<file path="config.mk">
export PLATFORM = sky130hd
export DESIGN_NAME = asp_serial_port
export DESIGN_NICKNAME = d
export VERILOG_FILES = /design/src/inc/asp_pkg.sv /design/src/rtl/asp_reg_mem.sv /design/src/rtl/asp_serial_port.sv
export VERILOG_INCLUDE_DIRS = /design/src /design/src/inc
export SDC_FILE = /design/constraint.sdc
export NUM_CORES = 1
export LEC_CHECK = 0
export ABC_AREA = 1
export BUFFER_PORTS_ARGS = -buffer_cell sky130_fd_sc_hd__buf_2
export CORE_MARGIN = 10
export CORE_UTILIZATION = 45
export DETAILED_ROUTE_END_ITERATION = 8
export GPL_TIMING_DRIVEN = 0
export PLACE_DENSITY_LB_ADDON = 0.25
export SLEW_MARGIN = 25
export SYNTH_ARGS = -nofsm -noshare
export SYNTH_HDL_FRONTEND = slang
export SYNTH_HIERARCHICAL = 1
export SYNTH_SLANG_ARGS = --single-unit
</file>
<file path="constraint.sdc">
create_clock -name I_CLK -period 2.55 [get_ports I_CLK]
set_clock_uncertainty 0.2 [all_clocks]
set_input_delay 0.3825 -clock I_CLK [delete_from_list [all_inputs] [get_ports I_CLK]]
set_output_delay 0.3825 -clock I_CLK [all_outputs]
set_load 0.01 [all_outputs]
</file>
<file path="src/inc/asp_params.svh">
// Constants for the converter serial pin interface
`ifndef ASP_PARAMS_SVH
`define ASP_PARAMS_SVH
`define ASP_CMD_BITS 4'h8
`define ASP_RST_ONES 6'h20
`define ASP_RS_HI 5
`define ASP_RS_LO 4
`define ASP_RW_BIT 3
`define ASP_CREAD_BIT 2
`define ASP_RS_COMM 2'h0
`define ASP_RS_STATUS 2'h0
`define ASP_RS_MODE 2'h1
`define ASP_RS_DATA 2'h3
`define ASP_RS_AUX 2'h2
`define ASP_STATUS_RDY_BIT 7
`define ASP_STATUS_RESET 8'h88
`define ASP_MODE_RESET 8'h02
`define ASP_AUX_RESET 8'h00
`define ASP_DATA_BITS 6'h18
`define ASP_BYTE_BITS 6'h08
`define ASP_REG_COUNT 4
`endif

</file>
<file path="src/inc/asp_pkg.sv">
// Types for the converter serial pin interface
`default_nettype none
package asp_pkg;
    typedef enum logic [2:0] {
        ASP_CMD  = 3'h1,
        ASP_WR   = 3'h2,
        ASP_RD   = 3'h4
    } asp_state_t;
endpackage : asp_pkg
`default_nettype wire

</file>
<file path="src/rtl/asp_reg_mem.sv">
// Small register store for the words written over the serial port
`default_nettype none
`include "asp_params.svh"
module asp_reg_mem
    import asp_pkg::*;
(
    // Clock and reset
    input wire logic i_clk,
    input wire logic i_reset_n,
    // Write port
    input wire logic i_wr_en,
    input wire logic [1:0] i_wr_addr,
    input wire logic [7:0] i_wr_data,
    // Read port
    input wire logic [1:0] i_rd_addr,
    output logic [7:0] o_rd_data
);
    logic [7:0] mem_reg [`ASP_REG_COUNT];

    genvar g;
    generate
        for (g = 0; g < `ASP_REG_COUNT; g++) begin : g_word
            always_ff @(posedge i_clk) begin
                if (!i_reset_n) begin
                    mem_reg[g] <= (g == `ASP_RS_MODE) ? `ASP_MODE_RESET : `ASP_AUX_RESET;
                end else if (i_wr_en && i_wr_addr == 2'(g)) begin
                    mem_reg[g] <= i_wr_data;
                end
            end
        end
    endgenerate

    always_ff @(posedge i_clk) begin
        if (!i_reset_n) begin
            o_rd_data <= 8'h00;
        end else begin
            o_rd_data <= mem_reg[i_rd_addr];
        end
    end
endmodule : asp_reg_mem
`default_nettype wire

</file>
<file path="src/rtl/asp_serial_port.sv">
// Serial pin interface of a sigma-delta converter, device side
// How it works
// - The serial clock is sampled and edge-detected, so bursts or a free clock work alike.
// - Select is active low and gates shifting and output drive.
// - With select tied low the port runs on clock, data in and data out alone.
// - The data-out/ready line falls when a new conversion result is posted.
// - Output bits after the first change after a clock falling edge and are captured by the host on rising.
// - The status register carries a ready flag that tracks the same event.
// - When deselected the data-out line is released but the ready flag keeps updating.
// - Input bits shift into a register and land in the register chosen by the command, unless that is the data register.
// - Each access starts with an 8-bit command word and returns to waiting for one after.
// - Thirty-two clocks with data in high reset the whole port.
// - Ready goes back high once the host has read the result.
// - A leading one on the command word holds the bit position until a zero arrives.
`default_nettype none
`include "asp_params.svh"
module asp_serial_port
    import asp_pkg::*;
(
    // Clock and reset
    input wire logic I_CLK,
    input wire logic I_RESET_N,
    // Serial pins
    input wire logic I_SCLK,
    input wire logic I_SEL_N,
    input wire logic I_SDI,
    output logic O_SDO_RDY_N,
    output logic O_SDO_RDY_OE,
    // Conversion side
    input wire logic I_CONV_VALID,
    input wire logic [23:0] I_CONV_DATA,
    output logic O_STATUS_RDY
);
    // Two-stage synchronisers for the pins
    logic [2:0] sclk_meta_reg, sclk_sync_reg;
    logic sclk_prev_reg;
    logic [2:0] pins_sync;
    asp_state_t state_reg, state_next;
    logic [23:0] shift_reg, out_reg;
    logic [5:0] count_reg, ones_reg;
    logic [1:0] rs_reg;
    logic cread_reg, rdy_reg, data_reg, oe_reg;
    logic [23:0] latched_reg;
    logic [7:0] mem_rd;
    logic sclk_rise, sclk_fall, selected, cmd_done, wr_done, rd_done, soft_rst;
    logic [5:0] access_len;
    logic [7:0] status_word;
    logic [1:0] cmd_rs;

    always_ff @(posedge I_CLK) begin
        if (!I_RESET_N) begin
            sclk_meta_reg <= 3'h7;
            sclk_sync_reg <= 3'h7;
        end else begin
            sclk_meta_reg <= {I_SCLK, I_SEL_N, I_SDI};
            sclk_sync_reg <= sclk_meta_reg;
        end
    end
    assign pins_sync = sclk_sync_reg;

    // Edge detection on the synchronised clock
    assign sclk_rise = pins_sync[2] && !sclk_prev_reg;
    assign sclk_fall = !pins_sync[2] && sclk_prev_reg;
    assign selected = !pins_sync[1];

    function automatic logic [5:0] len_of(input logic [1:0] rs);
        len_of = (rs == `ASP_RS_DATA) ? `ASP_DATA_BITS : `ASP_BYTE_BITS;
    endfunction : len_of

    assign access_len = len_of(rs_reg);
    // Fixed status bits are the reset pattern below the ready bit
    assign status_word = {~rdy_reg, 7'(`ASP_STATUS_RESET)};
    // Select field of the command being shifted in, settled well before its last bit
    assign cmd_rs = shift_reg[`ASP_RS_HI - 1:`ASP_RS_LO - 1];
    assign soft_rst = sclk_rise && selected && pins_sync[0]
        && ones_reg == `ASP_RST_ONES - 6'h01;
    // Command bit 7 must be zero before the field is loaded
    assign cmd_done = state_reg == ASP_CMD && sclk_rise && selected && !soft_rst
        && count_reg == `ASP_CMD_BITS - 6'h01 && !(count_reg == 6'h00 && pins_sync[0]);
    assign wr_done = state_reg == ASP_WR && sclk_rise && selected
        && count_reg == access_len - 6'h01;
    assign rd_done = state_reg == ASP_RD && sclk_rise && selected
        && count_reg == access_len - 6'h01;

    always_comb begin
        state_next = state_reg;
        case (state_reg)
            ASP_CMD: begin
                if (cmd_done) begin
                    state_next = shift_reg[`ASP_RW_BIT - 1] ? ASP_RD : ASP_WR;
                end
            end
            ASP_WR: begin
                if (wr_done) begin
                    state_next = ASP_CMD;
                end
            end
            ASP_RD: begin
                if (rd_done) begin
                    state_next = ASP_CMD;
                end
            end
            default: state_next = ASP_CMD;
        endcase
    end

    always_ff @(posedge I_CLK) begin
        if (!I_RESET_N || soft_rst) begin
            state_reg <= ASP_CMD;
            count_reg <= 6'h00;
            shift_reg <= 24'h000000;
            rs_reg <= `ASP_RS_COMM;
            cread_reg <= 1'b0;
        end else begin
            state_reg <= state_next;
            if (sclk_rise && selected) begin
                // MSB first, held at bit 0 while a one is seen
                shift_reg <= {shift_reg[22:0], pins_sync[0]};
                if (state_reg == ASP_CMD && count_reg == 6'h00 && pins_sync[0]) begin
                    count_reg <= 6'h00;
                end else if (cmd_done || wr_done || rd_done) begin
                    count_reg <= 6'h00;
                end else begin
                    count_reg <= count_reg + 6'h01;
                end
                if (cmd_done) begin
                    rs_reg <= cmd_rs;
                    cread_reg <= shift_reg[`ASP_CREAD_BIT - 1];
                end
            end
        end
    end

    // Ones counter survives deselect so a slow burst still resets
    always_ff @(posedge I_CLK) begin
        if (!I_RESET_N || soft_rst) begin
            ones_reg <= 6'h00;
        end else if (sclk_rise && selected) begin
            ones_reg <= pins_sync[0] ? ones_reg + 6'h01 : 6'h00;
        end
    end

    asp_reg_mem u_mem (
        .i_clk(I_CLK),
        .i_reset_n(I_RESET_N && !soft_rst),
        .i_wr_en(wr_done && rs_reg != `ASP_RS_DATA),
        .i_wr_addr(rs_reg),
        .i_wr_data({shift_reg[6:0], pins_sync[0]}),
        // Read ahead on the new field; the old one would return a stale word
        .i_rd_addr(cmd_rs),
        .o_rd_data(mem_rd)
    );

    // Ready flag: set wins over the clear from a data read
    always_ff @(posedge I_CLK) begin
        if (!I_RESET_N || soft_rst) begin
            rdy_reg <= 1'b0;
            latched_reg <= 24'h000000;
            sclk_prev_reg <= 1'b1;
        end else begin
            sclk_prev_reg <= pins_sync[2];
            if (I_CONV_VALID) begin
                rdy_reg <= 1'b1;
                latched_reg <= I_CONV_DATA;
            end else if (rd_done && rs_reg == `ASP_RS_DATA) begin
                rdy_reg <= 1'b0;
            end
        end
    end

    // Output shifter: load at the command end, step on falling edges
    always_ff @(posedge I_CLK) begin
        if (!I_RESET_N || soft_rst) begin
            out_reg <= 24'hFFFFFF;
        end else if (cmd_done) begin
            if (cmd_rs == `ASP_RS_DATA) begin
                out_reg <= latched_reg;
            end else if (cmd_rs == `ASP_RS_STATUS) begin
                out_reg <= {status_word, 16'h0000};
            end else begin
                out_reg <= {mem_rd, 16'h0000};
            end
        end else if (sclk_fall && selected && state_reg == ASP_RD && count_reg != 6'h00) begin
            out_reg <= {out_reg[22:0], 1'b1};
        end
    end

    // Line shows data during a read, otherwise the inverted ready flag
    always_ff @(posedge I_CLK) begin
        if (!I_RESET_N) begin
            data_reg <= 1'b1;
            oe_reg <= 1'b0;
        end else begin
            data_reg <= (state_reg == ASP_RD) ? out_reg[23] : !rdy_reg;
            oe_reg <= selected;
        end
    end

    assign O_SDO_RDY_N = data_reg;
    assign O_SDO_RDY_OE = oe_reg;
    assign O_STATUS_RDY = rdy_reg;
endmodule : asp_serial_port
`default_nettype wire

</file>
# Word level (Yosys, flattened, before mapping)
# Memory sizes are Yosys's and may differ from the RTL's. A register that Yosys moved wholly into a read port is not among the register bits.
# Index checks and enable logic that the tools add are counted.
# word_totals
register_bits	82
inputBits	30
memories	1
out_inout_bits	3
ramBits	32
word_cells	117
latch_bits	0
rom_bits	0
# memory_table
memory	depth	word_bits	read_ports	rd_ports_with_merged_regs	wr	line	rtl
u_mem.mem_reg	4	8	1	1	4	asp_reg_mem.sv:18	logic [7:0] mem_reg [`ASP_REG_COUNT];
# op_classes
n_shift	0
reduce_logical	48
n_bitwise	5
order_cmp	0
n_eq_ne	14
multipliers	0
n_addsub	3
mux	33
n_div	0
# op_table
op	count
24-bit 2-to-1 mux	4
8-bit 2-to-1 mux	4
1-bit logical AND	29
6-bit 2-to-1 mux	3
1-bit 2-to-1 mux	16
6-bit by 1-bit adder with 6-bit output (second input constant)	2
3-bit 2-to-1 mux	4
3-bit case mux with 3 select lines	1
1-bit zero test	8
2-bit != test (second input constant)	4
2-bit equality test (second input constant)	3
6-bit by 3-bit equality test with 1-bit output (second input constant)	1
6-bit by 5-bit equality test with 1-bit output (second input constant)	1
6-bit equality test	1
6-bit zero test	1
6-bit nonzero test	1
5-bit by 1-bit subtractor with 6-bit output (second input constant)	1
5-bit 2-to-1 mux	1
2-bit zero test	2
1-bit OR	4
2-bit nonzero test	2
3-bit by 1-bit equality test with 1-bit output (second input constant)	1
3-bit by 2-bit equality test with 1-bit output (second input constant)	1
3-bit equality test (second input constant)	1
other kinds (5)	7

# Logic depth before layout (Yosys ltp)
# logic_depth
word_depth	13
mapped_depth	12
mapped_depth_nobuf	10

# Hierarchy
# Netlist, hierarchy kept.
# by_module_without_submodules
module	instances	seq_area_each_um2	area_each_um2	cells_each
asp_serial_port	1	1641.6	3807.4	534
asp_reg_mem	1	1121.1	1825.5	191

# Worst setup path after synthesis
# Ideal clock, no wire load.
# synth_timing
path_type	flip-flop to flip-flop
start	reg ones_reg[0]
end	mem u_mem.mem_reg[1][1], data pin
slack_ps	377
arrival_ps	1714
n_path_buf	2
synth_period_minus_slack_ps	2173
stages_incl_launch_ff	11
setup_time_ps	259
path_cell_list	dfxtp_1 -> ha_1 -> nand2_1 -> nor2_2 -> nand2_1 -> nor2_2 -> nor2_1 -> buf_2 -> buf_4 -> nand4_4 -> or2_1
# synth_lines
element	line	rtl
start: declaration	asp_serial_port.sv:40	logic [5:0] count_reg, ones_reg;
start signal: assignment	asp_serial_port.sv:139	ones_reg <= pins_sync[0] ? ones_reg + 6'h01 : 6'h00;
end: declaration	asp_reg_mem.sv:18	

==> results.sh <==
export IMPL_synth_top_cell_area_share_pct=32.0
export IMPL_p_per_area_mw_per_mm2=714
export IMPL_synth_ff_type="dfxtp_1"
export IMPL_routabilityCongestion=0.873
export IMPL_die_height_microns=132
export IMPL_instances_no_fill=960
export IMPL_reg2reg_depth=8
export IMPL_status="finished clean"
export IMPL_clockRootBuffer="clkbuf_16"
export IMPL_worstSetupStartpointType="flip-flop"
export IMPL_cp_required_ps=2420
export IMPL_grt_max_degree=17
export IMPL_ys_seq_elements=122
export IMPL_cts_sinks=122
export IMPL_wl_per_cell_microns=13.9
export IMPL_worstPathArrival_ps=2250
export IMPL_post_cts_buffers=0
export IMPL_synthesis_area_sq_mm=0.00563
export IMPL_end_kind="flip-flop"
export IMPL_synth_adder_area_share_pct=0.666
export IMPL_post_synth_cell_area_avg_sq_um=7.77
export IMPL_htree_num_levels=4
export IMPL_final_nets=812
export IMPL_io_buffer_count=31
export IMPL_hp_class="in2reg"
export IMPL_grt_overflow_total=0
export IMPL_yosysWarnings=6
export IMPL_start_util_pct=46.5
export IMPL_max_freq_mhz=421
export IMPL_clkTransAtPathRegs_ps=60
export IMPL_syn_nets=758
export IMPL_hold_depth=3
export IMPL_die_area_sq_mm=0.0174
export IMPL_power_uw=4770
export IMPL_core_area_sq_mm=0.0121
export IMPL_synthMuxAreaShare_pct=0
export IMPL_worstMarginPinSlew_ps=529
export IMPL_worst_ir_drop_vdd_uv=566
export IMPL_setup_viol=0
export IMPL_cts_tree="yes"
export IMPL_routed_wl_microns=13300
export IMPL_drv_slew=0
export IMPL_dp_cells=924
export IMPL_drive_gt1_share_pct=15.0
export IMPL_drv_cap=0
export IMPL_async_flop_share_pct=0
export IMPL_numCtsBuffers=17
export IMPL_syn_to_final_growth_pct=18.5
export IMPL_antenna_left=0
export IMPL_grt_pass1_vias=4959
export IMPL_hold_viol=0
export IMPL_drt_iter0_markers=441
export IMPL_num_io_pins=33
export IMPL_antenna_found_initial=0
export IMPL_synth_edf_count=32
export IMPL_crit_path_max_fanout=10
export IMPL_synth_top_cells_by_count="nand2_1, nor2_1, inv_1"
export IMPL_ys_top_cells_by_area="dfxtp_1, edfxtp_1, nand3_1"
export IMPL_largest_reg_flops=32
export IMPL_via_per_inst=5.02
export IMPL_synth_compound_area_share_pct=10.2
export IMPL_grt_first_pass_wirelength_microns=22900
export IMPL_dp_final_hpwl_microns=9500
export IMPL_leakagePower_uw=0.00303
export IMPL_synth_xor_area_share_pct=0.622
export IMPL_post_route_min_period_ps=2380
export IMPL_post_synth_top_area_cell="dfxtp_1"
export IMPL_seq_area_frac_synth_pct=49.0
export IMPL_post_synth_num_cell_types=35
export IMPL_syn_inst=725
export IMPL_synth_top_family_by_area="simple AND/OR/NAND/NOR gates"
export IMPL_clk_latency_ps=410
export IMPL_critical_path_class="reg2reg"
export IMPL_nFillCells=1114
export IMPL_track_usage_pct=15.8
export IMPL_rsz0062_at_grt="no"
export IMPL_antenna_cells=0
export IMPL_finalCritPeriodShare_pct=93.2
export IMPL_setup_tns_ps=0
export IMPL_synthSimpleGateAreaFrac_pct=27.4
export IMPL_fin_util_pct=55.1
export IMPL_drtPass1Iterations=5
export IMPL_rows=40
export IMPL_fp_dieW_microns=132
export IMPL_clockBufferDepth=2
export IMPL_route_detailed_drc=0
export IMPL_slew_headroom_pct=64.7
export IMPL_vias=4820
-- critical path, cell delays in order, from the launching register on --
cell and delay, ps:
dfxtp_1 350, nand3b_4 190, inv_1 80, buf_2 240, nand3_1 110, nor3_1 200
buf_4 250, nand3_1 90, nand2_1 320
-- report_power, final --
group | switching (uW) | total, uW | internal, uW
sequential | 21.5 | 2070 | 2050
combinational | 108 | 172 | 64.1
clock | 830 | 2530 | 1700
-- worst paths after layout --
path	from	endpoint	slack, ps
hold / removal	I_CONV_DATA[12]	latched_reg[12]$_SDFFE_PN0P_	20
hold reg to reg	sclk_meta_reg[1]$_SDFF_PN1_	pins_sync[1]$_SDFF_PN1_	210
setup reg to reg	sclk_prev_reg$_SDFF_PN1_	u_mem/mem_reg[1][6]$_SDFFCE_PN0P_	170
setup / recovery	sclk_prev_reg$_SDFF_PN1_	u_mem/mem_reg[1][6]$_SDFFCE_PN0P_	170
-- cells in the final DEF (no fill, tap or decap), types with 6 or more instances in the layout --
cell	synthesis	layout
o21ai_1	24	24
buf_4	5	6
clkbuf_1	11	15
nor2_1	110	109
buf_2	13	43
o21ai_0	20	20
nand2_1	110	108
inv_1	106	106
clkbuf_16	0	18
a21oi_1	53	53
or2_2	7	7
edfxtp_1	32	32
buf_6	8	8
nand3_1	94	94
dfxtp_1	90	90
-- routing by layer --
metal,up-vias,wire length (microns),GRT usage (%)
met5,-,0,0
met4,0,100,4.88
met3,9,655,4.19
met2,115,6610,26.8
met1,2278,5930,19.0
li1,2418,-,-
-- logic make-up after synthesis --
group	count (synthesis)
AO/OA/AOI/OAI	108
XOR/XNOR	4
adder cells (fa/ha/maj)	3
buffers and inverters	150
flip-flops	122
AND/OR/NAND/NOR	338
-- stage by stage --
stage | setup slack, ps | instance area [sq um] | hold slack, ps
after floorplan | 377 | 5630 | 193
after global routing | 0.576 | 6680 | 34.0
after detailed placement | 13.3 | 6000 | 199
after CTS | 8.09 | 6670 | 7.17
final | 174 | 6680 | 17.1
after global placement | 115 | 6000 | 198
-- timing repair --
| item | CTS | global route |
|---|---|---|
| hold endpoints to repair | 4 | 0 |
| hold buffers | 4 | 0 |
| setup endpoints to repair | 0 | 33 |
| resized for setup | 0 | 5 |
-- layout make-up --
type                    instances  area, sq um  share of cell area [%]
flip-flops and latches        122         2760                    41.4
multi-input cells             453         2190                    32.9
clock buffers                  26          520                    7.80
inverters                     112          430                    6.45
plain buffers                  38          256                    3.84
well taps                     168          210                    3.15
repair buffers                 35          195                    2.92
clock inverters                 6          106                    1.59
No activity file was read; power rests on OpenSTA's default activity.
